[config.mk]
export PLATFORM = sky130hd
export DESIGN_NAME = ptmio_top
export DESIGN_NICKNAME = d
export VERILOG_FILES = /design/src/design/ptmio_presc.v /design/src/design/ptmio_top.v
export VERILOG_INCLUDE_DIRS = /design/src /design/src/design
export SDC_FILE = /design/constraint.sdc
export NUM_CORES = 1
export LEC_CHECK = 0
export BUFFER_PORTS_ARGS = -buffer_cell sky130_fd_sc_hd__clkbuf_2
export CAP_MARGIN = 25
export CORE_ASPECT_RATIO = 1.75
export CORE_MARGIN = 10
export CORE_UTILIZATION = 32
export DETAILED_ROUTE_END_ITERATION = 7
export SYNTH_ARGS = -nofsm -noshare
export SYNTH_HDL_FRONTEND = slang
export SYNTH_SLANG_ARGS = --single-unit
export TNS_END_PERCENT = 20
[constraint.sdc]
create_clock -name i_clk -period 8.91 [get_ports i_clk]
set_clock_uncertainty 0.1 [all_clocks]
set_input_delay 0.4455 -clock i_clk [delete_from_list [all_inputs] [get_ports i_clk]]
set_output_delay 0.4455 -clock i_clk [all_outputs]
set_load 0.02 [all_outputs]
[src/design/ptmio_map.vh]
// Register map, field positions, reset values and constants of the timer event block
`ifndef PTMIO_MAP_VH
`define PTMIO_MAP_VH

// Register indices; byte address is four times the index
`define PTMIO_IDX_PRESC01 16'hff14
`define PTMIO_IDX_PRESC23 16'hff15
`define PTMIO_IDX_SRCSEL 16'hff17
`define PTMIO_IDX_PRIO 16'hff21
`define PTMIO_IDX_IRQEN 16'hff25
`define PTMIO_IDX_FLAGS 16'hff29
`define PTMIO_IDX_WAVECTL 16'hff40
`define PTMIO_IDX_WAVESTAT 16'hff41

// Reset values
`define PTMIO_RST_PRESC 8'h00
`define PTMIO_RST_SRCSEL 5'h00
`define PTMIO_RST_PRIO 6'h00
`define PTMIO_RST_IRQEN 8'h00
`define PTMIO_RST_FLAGS 8'h00
`define PTMIO_RST_WAVECTL 6'h00

// Prescaler field: low timer in [3:0], high timer in [7:4]
`define PTMIO_PRESC_DIV_LSB 0
`define PTMIO_PRESC_GATE_BIT 3
`define PTMIO_PRESC_HALF 4

// Priority register: level fields and reserved read/write bits
`define PTMIO_PRIO_P01_LSB 2
`define PTMIO_PRIO_P23_LSB 4
`define PTMIO_PRIO_RSV_LSB 6

// Source select: one bit per timer, reserved read/write bit at D4
`define PTMIO_SRC_RSV_BIT 4

// Wave control: 16-bit mode bits, then pin enables
`define PTMIO_WCTL_MODE01_BIT 0
`define PTMIO_WCTL_MODE23_BIT 1
`define PTMIO_WCTL_PINEN_LSB 2

// Exception vectors: base and step between requests
`define PTMIO_VEC_BASE 24'h000016
`define PTMIO_VEC_STEP 24'h000002

// Serial interface divides the timer 1 underflow rate by this
`define PTMIO_SERIAL_DIV 32

`endif

[src/design/ptmio_presc.v]
// Per-timer prescaler: selects source, divides it, and gates the tick
`timescale 1ns/1ps
module ptmio_presc (
    input wire i_clk,
    input wire i_rst,
    input wire i_fast_tick,
    input wire i_slow_tick,
    input wire i_source_select,
    input wire [2:0] i_divider_field,
    input wire i_clock_gate,
    output reg o_tick
);

reg [11:0] cnt_q;
reg [11:0] term;
wire src_tick;

// Slow oscillator when the select bit is one, fast otherwise
assign src_tick = i_source_select ? i_slow_tick : i_fast_tick;

// Terminal count is the divide ratio minus one
always @* begin
    if (i_source_select) begin
        term = (12'h001 << i_divider_field) - 12'h001;
    end else begin
        case (i_divider_field)
            3'h0: term = 12'h000;
            3'h1: term = 12'h001;
            3'h2: term = 12'h007;
            3'h3: term = 12'h01f;
            3'h4: term = 12'h03f;
            3'h5: term = 12'h0ff;
            3'h6: term = 12'h3ff;
            default: term = 12'hfff;
        endcase
    end
end

// Count source edges; a ratio change mid-count may shorten one period
always @(posedge i_clk) begin
    if (i_rst) begin
        cnt_q <= 12'h000;
        o_tick <= 1'b0;
    end else begin
        o_tick <= 1'b0;
        if (src_tick) begin
            if (cnt_q >= term) begin
                cnt_q <= 12'h000;
                o_tick <= i_clock_gate;
            end else begin
                cnt_q <= cnt_q + 12'h001;
            end
        end
    end
end

endmodule

[src/design/ptmio_top.v]
// Timer event flags, interrupt requests, wave pins, baud tick and prescalers
//
// Register access over APB was decided locally.
`timescale 1ns/1ps
`include "ptmio_map.vh"
module ptmio_top (
    input wire i_clk,
    input wire i_rst,
    // APB slave
    input wire i_psel,
    input wire i_penable,
    input wire i_pwrite,
    input wire [17:0] i_paddr,
    input wire [31:0] i_pwdata,
    input wire [3:0] i_pstrb,
    output wire o_pready,
    output wire o_pslverr,
    output wire [31:0] o_prdata,
    // Events from the counter core, one-cycle pulses, then its reload and compare values
    input wire [3:0] i_underflow,
    input wire [3:0] i_match,
    input wire [1:0] i_pair_underflow,
    input wire [1:0] i_pair_match,
    input wire [31:0] i_reload_value,
    input wire [31:0] i_match_value,
    // Oscillator pins, asynchronous to i_clk
    input wire i_fast_oscillator,
    input wire i_slow_oscillator,
    // Port register settings for the two shared pins
    input wire [1:0] i_pin_direction_ctrl,
    input wire [1:0] i_pin_data_bit,
    output reg [1:0] o_pin_out,
    output reg [1:0] o_pin_oe,
    // Interrupt controller side
    output wire [7:0] o_irq_req,
    output wire [1:0] o_pair01_level,
    output wire [1:0] o_pair23_level,
    output reg [23:0] o_irq_vector,
    // Toward the counter core and serial interface
    output wire [3:0] o_timer_clk_tick,
    output wire o_serial_clk_tick,
    output wire [3:0] o_timer_wave_out
);

// ****************************************************************
// Registers and APB decode
// ****************************************************************

reg [7:0] presc01_q;
reg [7:0] presc23_q;
reg [4:0] srcsel_q;
reg [5:0] prio_q;
reg [7:0] irq_en_q;
reg [7:0] flags_q;
reg [7:0] flags_d;
reg [5:0] wavectl_q;
reg [31:0] prdata_q;
reg [31:0] rd_mux;
reg rd_hit;
reg [3:0] wave_q;
reg [3:0] wave_d;
reg [3:0] uf_dly_q;
reg [3:0] mt_dly_q;
reg [3:0] eff_uf;
reg [3:0] eff_mt;
reg [3:0] fix_one;

wire [15:0] acc_idx;
wire acc_word;
wire setup_ph;
wire wr_en;
wire [7:0] wbyte;
wire [1:0] mode16;
wire [3:0] pin_en;
wire [7:0] presc_all;
wire [15:0] presc_pair;
wire [7:0] ev_set;
wire [7:0] w1c_mask;

assign acc_idx = i_paddr[17:2];
assign acc_word = (i_paddr[1:0] == 2'b00);
assign setup_ph = i_psel & ~i_penable;
assign wr_en = i_psel & i_penable & i_pwrite & i_pstrb[0];
assign wbyte = i_pwdata[7:0];
assign mode16 = {wavectl_q[`PTMIO_WCTL_MODE23_BIT],
                 wavectl_q[`PTMIO_WCTL_MODE01_BIT]};
assign pin_en = wavectl_q[`PTMIO_WCTL_PINEN_LSB +: 4];
assign presc_pair = {presc23_q, presc01_q};

// Zero-wait slave: every access completes in its first access cycle
assign o_pready = 1'b1;
assign o_pslverr = i_psel & i_penable & ~rd_hit;
assign o_prdata = prdata_q;

// Read mux and address hit, decoded from the live address
always @* begin
    rd_mux = 32'h0000_0000;
    rd_hit = acc_word;
    if (acc_idx == `PTMIO_IDX_PRESC01) begin
        rd_mux[7:0] = presc01_q;
    end else if (acc_idx == `PTMIO_IDX_PRESC23) begin
        rd_mux[7:0] = presc23_q;
    end else if (acc_idx == `PTMIO_IDX_SRCSEL) begin
        rd_mux[4:0] = srcsel_q;
    end else if (acc_idx == `PTMIO_IDX_PRIO) begin
        rd_mux[7:2] = prio_q;
    end else if (acc_idx == `PTMIO_IDX_IRQEN) begin
        rd_mux[7:0] = irq_en_q;
    end else if (acc_idx == `PTMIO_IDX_FLAGS) begin
        rd_mux[7:0] = flags_q;
    end else if (acc_idx == `PTMIO_IDX_WAVECTL) begin
        rd_mux[5:0] = wavectl_q;
    end else if (acc_idx == `PTMIO_IDX_WAVESTAT) begin
        rd_mux[3:0] = wave_q;
        rd_mux[5:4] = o_pin_out;
    end else begin
        rd_hit = 1'b0;
    end
end

// Read data is captured in the setup cycle so it is ready at access
always @(posedge i_clk) begin
    if (i_rst) begin
        prdata_q <= 32'h0000_0000;
    end else if (setup_ph && !i_pwrite) begin
        prdata_q <= rd_mux;
    end
end

// Plain read/write control registers
always @(posedge i_clk) begin
    if (i_rst) begin
        presc01_q <= `PTMIO_RST_PRESC;
        presc23_q <= `PTMIO_RST_PRESC;
        srcsel_q <= `PTMIO_RST_SRCSEL;
        prio_q <= `PTMIO_RST_PRIO;
        irq_en_q <= `PTMIO_RST_IRQEN;
        wavectl_q <= `PTMIO_RST_WAVECTL;
    end else if (wr_en && acc_word) begin
        if (acc_idx == `PTMIO_IDX_PRESC01) begin
            presc01_q <= wbyte;
        end else if (acc_idx == `PTMIO_IDX_PRESC23) begin
            presc23_q <= wbyte;
        end else if (acc_idx == `PTMIO_IDX_SRCSEL) begin
            srcsel_q <= wbyte[4:0];
        end else if (acc_idx == `PTMIO_IDX_PRIO) begin
            prio_q <= wbyte[7:2];
        end else if (acc_idx == `PTMIO_IDX_IRQEN) begin
            irq_en_q <= wbyte;
        end else if (acc_idx == `PTMIO_IDX_WAVECTL) begin
            wavectl_q <= wbyte[5:0];
        end
    end
end

// ****************************************************************
// Event selection per pair
// ****************************************************************

// Lower timer is silent in 16-bit mode; upper takes the 16-bit events
always @* begin
    eff_uf = i_underflow;
    eff_mt = i_match;
    if (mode16[0]) begin
        eff_uf[0] = 1'b0;
        eff_mt[0] = 1'b0;
        eff_uf[1] = i_pair_underflow[0];
        eff_mt[1] = i_pair_match[0];
    end
    if (mode16[1]) begin
        eff_uf[2] = 1'b0;
        eff_mt[2] = 1'b0;
        eff_uf[3] = i_pair_underflow[1];
        eff_mt[3] = i_pair_match[1];
    end
end

// Flag bit order: underflow then match for each timer
assign ev_set = {eff_mt[3], eff_uf[3], eff_mt[2], eff_uf[2],
                 eff_mt[1], eff_uf[1], eff_mt[0], eff_uf[0]};

// ****************************************************************
// Cause flags and requests
// ****************************************************************

assign w1c_mask = (wr_en && acc_word && acc_idx == `PTMIO_IDX_FLAGS)
                  ? wbyte : 8'h00;

// Set beats clear so an event in the clearing cycle is not lost
always @* begin
    flags_d = (flags_q & ~w1c_mask) | ev_set;
end

always @(posedge i_clk) begin
    if (i_rst) begin
        flags_q <= `PTMIO_RST_FLAGS;
    end else begin
        flags_q <= flags_d;
    end
end

// Enable masks the request only; the flag keeps the record
assign o_irq_req = flags_q & irq_en_q;
assign o_pair01_level = prio_q[`PTMIO_PRIO_P01_LSB - 2 +: 2];
assign o_pair23_level = prio_q[`PTMIO_PRIO_P23_LSB - 2 +: 2];

// Vector of the lowest-numbered pending request
always @(posedge i_clk) begin : vec_blk
    integer k;
    if (i_rst) begin
        o_irq_vector <= `PTMIO_VEC_BASE;
    end else begin
        o_irq_vector <= `PTMIO_VEC_BASE;
        for (k = 7; k >= 0; k = k - 1) begin
            if (o_irq_req[k]) begin
                o_irq_vector <= `PTMIO_VEC_BASE
                    + `PTMIO_VEC_STEP * k[23:0];
            end
        end
    end
end

// ****************************************************************
// Wave generation and pins
// ****************************************************************

// Reload not above compare pins the wave high; 16-bit pairs compare wide
always @* begin
    fix_one[0] = i_reload_value[7:0] <= i_match_value[7:0];
    fix_one[2] = i_reload_value[23:16] <= i_match_value[23:16];
    fix_one[1] = mode16[0]
        ? (i_reload_value[15:0] <= i_match_value[15:0])
        : (i_reload_value[15:8] <= i_match_value[15:8]);
    fix_one[3] = mode16[1]
        ? (i_reload_value[31:16] <= i_match_value[31:16])
        : (i_reload_value[31:24] <= i_match_value[31:24]);
end

// Falling edge of each event pulse moves the wave
always @* begin : wave_blk
    integer t;
    t = 0;
    wave_d = wave_q;
    for (t = 0; t < 4; t = t + 1) begin
        if (fix_one[t]) begin
            wave_d[t] = 1'b1;
        end else if (uf_dly_q[t] && !eff_uf[t]) begin
            wave_d[t] = 1'b1;
        end else if (mt_dly_q[t] && !eff_mt[t]) begin
            wave_d[t] = 1'b0;
        end
    end
end

always @(posedge i_clk) begin
    if (i_rst) begin
        wave_q <= 4'h0;
        uf_dly_q <= 4'h0;
        mt_dly_q <= 4'h0;
    end else begin
        wave_q <= wave_d;
        uf_dly_q <= eff_uf;
        mt_dly_q <= eff_mt;
    end
end

assign o_timer_wave_out = wave_q;

// Pin mux; enable acts directly, so switching may cut a half cycle
always @* begin : pin_blk
    integer p;
    p = 0;
    for (p = 0; p < 2; p = p + 1) begin
        if (pin_en[2 * p + 1]) begin
            o_pin_out[p] = wave_q[2 * p + 1];
            o_pin_oe[p] = 1'b1;
        end else if (pin_en[2 * p] && !mode16[p]) begin
            o_pin_out[p] = wave_q[2 * p];
            o_pin_oe[p] = 1'b1;
        end else begin
            o_pin_out[p] = i_pin_data_bit[p];
            o_pin_oe[p] = i_pin_direction_ctrl[p];
        end
    end
end

// Timer 1 underflow alone feeds the serial divider by 32
assign o_serial_clk_tick = eff_uf[1];

// ****************************************************************
// Oscillator sampling and prescalers
// ****************************************************************

reg [1:0] fast_sync_q;
reg [1:0] slow_sync_q;
reg fast_last_q;
reg slow_last_q;
wire fast_tick;
wire slow_tick;

// Two flops before use; oscillators must run below half of i_clk
always @(posedge i_clk) begin
    if (i_rst) begin
        fast_sync_q <= 2'b00;
        slow_sync_q <= 2'b00;
        fast_last_q <= 1'b0;
        slow_last_q <= 1'b0;
    end else begin
        fast_sync_q <= {fast_sync_q[0], i_fast_oscillator};
        slow_sync_q <= {slow_sync_q[0], i_slow_oscillator};
        fast_last_q <= fast_sync_q[1];
        slow_last_q <= slow_sync_q[1];
    end
end

assign fast_tick = fast_sync_q[1] & ~fast_last_q;
assign slow_tick = slow_sync_q[1] & ~slow_last_q;

genvar g;
generate
    for (g = 0; g < 4; g = g + 1) begin : g_presc
        ptmio_presc u_presc (
            .i_clk(i_clk),
            .i_rst(i_rst),
            .i_fast_tick(fast_tick),
            .i_slow_tick(slow_tick),
            .i_source_select(srcsel_q[g]),
            .i_divider_field(presc_pair[g * 4 +: 3]),
            .i_clock_gate(presc_pair[g * 4 + 3]),
            .o_tick(o_timer_clk_tick[g])
        );
    end
endgenerate

endmodule

=== After elaboration in Yosys (flattened, before gate mapping) ===
Index checks and enable logic that the tools add are counted.

* Bits in registers: 151
* Input bits: 141
* Word-level logic and storage cells: 226
* Output and inout port bits: 83

* Order comparisons: 10
* Multiplexer cells: 69
* Equal/unequal tests: 32
* Reduce and logical (&&, ||, !) cells: 46
* Bitwise operators: 28
* Add/sub/neg operators: 8
* Shifts and indexed selects: 4

{| class="wikitable"
|+ Operators with widths
! kind !! number
|-
| $pmux W12 S7 || 4
|-
| $eq A16 B16 Y1 const B || 8
|-
| $mux W12 || 8
|-
| $add A12 B1 Y12 const B || 4
|-
| $ge A12 B12 Y1 || 4
|-
| $shl A1 B3 Y12 const A || 4
|-
| $sub A12 B1 Y12 const B || 4
|-
| $mux W6 || 7
|-
| $eq A3 B3 Y1 const B || 12
|-
| $mux W1 || 34
|-
| $le A16 B16 Y1 || 2
|-
| $le A8 B8 Y1 || 4
|-
| $mux W8 || 4
|-
| $eq A3 B2 Y1 const B || 8
|-
| $not A1 Y1 || 17
|-
| $and A8 B8 Y8 || 2
|-
| $mux W4 || 4
|-
| $logic_and A1 B1 Y1 || 13
|-
| $eq A3 B1 Y1 const B || 4
|-
| $logic_not A3 Y1 || 4
|-
| $mux W2 || 6
|-
| $reduce_bool A3 Y1 || 4
|-
| $reduce_or A3 Y1 || 4
|-
| $logic_not A1 Y1 || 11
|-
| other kinds (15) || 21
|}

=== Depth between registers and ports, before layout ===
* Depth in word-level cells: 12
* Mapped depth: 16
* Gate-level depth less buffers: 14

=== By module ===
Synthesis repeated with hierarchy kept, for this count alone.

* Cells, all modules: 1,134
* Area, all modules: 9,277.6 µm²

{| class="wikitable"
|+ By module, submodules not included
! module !! seq. area each (µm²) !! cells each !! area an instance (µm²) !! times used
|-
| ptmio_top || 1,601.5 || 598 || 4,953.5 || 1
|-
| ptmio_presc || 260.2 || 134 || 1,081.0 || 4
|}

=== Worst setup path after synthesis ===
OpenSTA, ideal clock, no wires.

* Path type: reg-to-reg
* Start point: register presc01_q[4]
* End point: register g_presc[1].u_presc.cnt_q[10]
* Data arrival time: 3.087 ns
* Path buffers: 3
* Path slack: 5.656 ns
* Data required time: 8.743 ns
* Period minus slack after synthesis: 3.254 ns
* Setup time: 0.067 ns
* Cell stages (with the launch flop): 16
* Cell sequence: dfxtp_1 > clkbuf_1 > clkbuf_1 > or3_1 > ha_1 > clkbuf_1 > nand2_1 > nor3b_1 > nor2_1 > o32ai_1 > ha_1 > a211oi_1 > o21ai_0 > a211oi_1 > o31ai_1 > nor2_1

* Word-level cells in the longest chain between the ends: 5
* Elaborated cells on any way between the ends: 13
* Those cells by class: add/sub: 1; order compare: 1; eq/ne: 6; shift: 1; mux: 3; reduce/logical: 1

{| class="wikitable"
|+ RTL lines
! what !! RTL line !! RTL
|-
| start: declaration || ptmio_top.v:49 || <nowiki>reg [7:0] presc01_q;</nowiki>
|-
| start signal: assignment || ptmio_top.v:133 || <nowiki>presc01_q <= `PTMIO_RST_PRESC;</nowiki>
|-
| start signal: assignment || ptmio_top.v:141 || <nowiki>presc01_q <= wbyte;</nowiki>
|-
| $shl A1 B3 Y12, or another cell as far along || ptmio_presc.v:24 || <nowiki>term = (12'h001 << i_divider_field) - 12'h001;</nowiki>
|-
| $sub A12 B1 Y12 / $pmux W12 S7 (equally long branches) || ptmio_presc.v:24, ptmio_presc.v:26 ||
|-
| $mux W12 (*) || ptmio_presc.v:23 || <nowiki>if (i_source_select) begin</nowiki>
|-
| $ge A12 B12 Y1 (*) || ptmio_presc.v:47 || <nowiki>if (cnt_q >= term) begin</nowiki>
|-
| $mux W12 (*) || ptmio_presc.v:47 ||
|-
| end signal: assignment || ptmio_presc.v:51 || <nowiki>cnt_q <= cnt_q + 12'h001;</nowiki>
|-
| end: declaration || ptmio_presc.v:14 || <nowiki>reg [11:0] cnt_q;</nowiki>
|}

Every way passes the cells marked *; elsewhere a longest branch is shown, timed or not.
A chain may end at the register's enable or synchronous reset.

=== Worst setup path in the final report ===
* Start point: register presc01_q[6]
* End point: register g_presc[1].u_presc.cnt_q[11]

The elaborated chain is that of the path after synthesis.

==> impl_metrics.ini <==
[run_status]
status = finished, final reports clean

[clocking]
clkSlewWorstSetupHoldPaths_ns = 0.06
clockBufferDepth = 2
postCtsSetupBuffers = 0
cts_hold_buf = 0
htree_levels = 4
cts-root-buf = clkbuf_16
cts_inserted_buffers = 17
cts-resized-gates = 0
clock_sinks = 132
clkLatencyLatePin_ns = 0.44
cts_tree = yes

[timing]
hold_viol_final = 0
fin_crit_ns = 3.669
drv_slew = 0
layout_setup_ws_ns = 5.241
min_period_over_period = 0.4118
clock.fmax_ghz = 0.2726
slew_headroom = 0.2748
finalSetupTns_ns = 0
worst_slew_pin_slew_ns = 1.078
rsz0062_at_grt = no
final-setup-viol-count = 0

[synthesis]
ys_warn_count = 0
ys_seq_area_frac = 0.2853
ys_ff_latch = 132
synth_top_flop_cell = dfxtp_1
syn-instance-count = 1145
synth_area_um2 = 9261
synth_edf_count = 0
async_flop_share = 0
yosys.cell_types.count = 68
avgSynthCellArea_um2 = 8.089

[routing]
first_iter_violations = 407
wire_per_inst_um = 16.98
drt_first_pass_iters = 5
drtAntennaViolNets = 0
vias = 8649
viasPerCell = 5.229
drc = 0
totalWireLength_um = 28090

[power_and_ir_drop]
vdd.ir_drop.worst_mv = 0.09036
power.leakage_nw = 4.681
pwr_density_cell_nw_per_um2 = 141.6

[worst_setup_path]
timing.rr.end = g_presc[1].u_presc.cnt_q[11]$_SDFFE_PP0N_
r2r_cells = 12
crit_fanout = 17
cp.required_ns = 9.09
timing.rr.start = presc01_q[6]$_SDFFE_PP0P_
worstSetupEndpointType = register
rrSetupSlack_ns = 5.24
criticalPathCategory = reg2reg
worst_setup_path_start_kind = register
arrival_ns = 3.85

[finish]
syn_to_final_growth_pct = 16.02
layout_common_cells = 151 x clkbuf_2, 132 x dfxtp_1, 100 x nor2_1, 95 x nand2_1, 90 x ha_1
fin_area_um2 = 10750
final_layout_size_suffix_gt1_frac = 0.1740
n_fill_cell = 2961
layout.nets = 1495
layout_commonest_cell = clkbuf_2
diodes = 0

[floorplan]
fp.dieArea_um2 = 36410
die_y_um = 245.1
rows = 82
io_pins = 224
chipWidth_um = 148.6
core_um2 = 28630
start_util = 0.3235

[grt]
antenna_found_initial = 0
grt_max_degree = 66
grt_pass1_wl_um = 45860
grt_usage = 0.1533
grt-ovfl-total = 0
first_global_vias = 9105

[placement]
dp_hpwl_um = 22350
gp_congestion = 0.8186
place_area_um2 = 10110
place_ws_ns = 5.118
port_buffers = 152

[worst_hold_path]
hold_depth = 2
hp-start = i_slow_oscillator
hold_path_class = in2reg
hold_end = slow_sync_q[0]$_SDFF_PP0_

[run]
max_cap_violations = 0
-- critical path, stage by stage, from the launching register on --
cell and delay [ns]:
dfxtp_1 0.63, nor2_1 0.10, nand2_1 0.09, ha_1 0.30, nand2_1 0.14, nor3_1 0.32
nor2_1 0.10, ha_1 0.28, a22oi_1 0.06, nand2_1 0.07, o21ai_0 0.26, o31ai_1 0.94
nor2_1 0.12
-- worst max path at each step --
stage / slack, ns / endpoint / from
after detailed placement: 5.12 / g_presc[2].u_presc.cnt_q[11]$_SDFFE_PP0N_ / presc23_q[1]$_SDFFE_PP0P_
after floorplan: 5.66 / g_presc[1].u_presc.cnt_q[10]$_SDFFE_PP0N_ / presc01_q[4]$_SDFFE_PP0P_
after CTS: 5.12 / g_presc[2].u_presc.cnt_q[11]$_SDFFE_PP0N_ / presc23_q[1]$_SDFFE_PP0P_
after global routing: 4.71 / g_presc[1].u_presc.cnt_q[10]$_SDFFE_PP0N_ / presc01_q[6]$_SDFFE_PP0P_
after global placement: 5.14 / g_presc[0].u_presc.cnt_q[3]$_SDFFE_PP0N_ / presc01_q[0]$_SDFFE_PP0P_
final: 5.24 / g_presc[1].u_presc.cnt_q[11]$_SDFFE_PP0N_ / presc01_q[6]$_SDFFE_PP0P_
-- final cells by class --
cell class	instances	area [um^2]	area share
multi-input cells	898	5983	0.5568
clock buffers	20	456.7	0.04250
inverters	57	214.0	0.01991
repair buffers	158	800.8	0.07452
well taps	378	473.0	0.04401
flip-flops and latches	132	2643	0.2459
clock inverters	11	175.2	0.01630
-- where the power goes --
group	leakage, nW	total, mW	switching (mW)	internal, mW
Combinational	3.31	0.152	0.0984	0.0532
Clock	0.303	0.762	0.278	0.483
Sequential	1.07	0.608	0.00833	0.600
Total	4.68	1.52	0.385	1.14
-- logic make-up (layout without fill, tap and decap cells) --
family | after synthesis | after routing | synth area share
AO/OA/AOI/OAI | 238 | 238 | 0.1631
XOR/XNOR | 41 | 41 | 0.03877
adder cells (fa/ha/maj) | 90 | 90 | 0.1216
buffers and inverters | 157 | 246 | 0.08565
flip-flops | 132 | 132 | 0.2853
multiplexers | 57 | 57 | 0.06296
other | 2 | 44 | 0.0008109
AND/OR/NAND/NOR | 428 | 428 | 0.2418
-- Yosys cell counts (5+ instances only) --
cell type,count,area (um^2)
a211o_1,5,43.79
a211oi_1,22,165.2
a21o_1,6,45.04
a21oi_1,67,335.3
a22oi_1,8,60.06
a31oi_1,11,68.82
and2_1,7,43.79
and3_1,13,81.33
and4_1,7,61.31
buf_1,8,30.03
buf_2,7,35.03
buf_4,52,390.4
clkbuf_1,33,123.9
dfxtp_1,132,2643
ha_1,90,1126
inv_1,56,210.2
mux2_2,10,112.6
mux2i_1,47,470.5
nand2_1,95,356.6
nand2b_1,9,56.30
nand3_1,42,210.2
nand3b_1,6,45.04
nand4_1,30,187.7
nor2_1,100,375.4
nor2b_1,28,175.2
nor3_1,34,170.2
nor3b_1,5,37.54
nor4_1,15,93.84
o211ai_1,8,60.06
o21a_1,6,45.04
o21ai_0,63,315.3
o22ai_1,5,31.28
or3_1,9,56.30
xnor2_1,23,201.4
xor2_1,18,157.7
-- metal layers --
metal  up-vias  GRT usage  part of all wire
li1       4275          -                 -
met1      4061     0.1465              0.37
met2       258     0.2922              0.53
met3        55    0.03961             0.058
met4         0    0.07578             0.037
met5         -          0                 0
-- state kept, by name (all words and copies together), names as in the netlist, 5 cells and up --
signal                 cells
g_presc.u_presc.cnt_q     48
flags_q                    8
irq_en_q                   8
o_prdata                   8
presc01_q                  8
presc23_q                  8
prio_q                     6
wavectl_q                  6
o_irq_vector               5
srcsel_q                   5
-- metrics by stage --
stage,cells,util,hold slack [ns],power (mW)
6_report,1654,0.3754,0.1353,1.521
5_1_grt,1654,0.3754,0.1566,1.578
4_1_cts,1653,0.3752,0.1297,1.535
3_5_place_dp,1622,0.3531,0.3297,0.7724
3_3_place_gp,1621,0.3530,0.3441,0.7695
2_1_floorplan,1187,-,0.3138,0.7222
No activity file was read; power rests on OpenSTA's default activity.
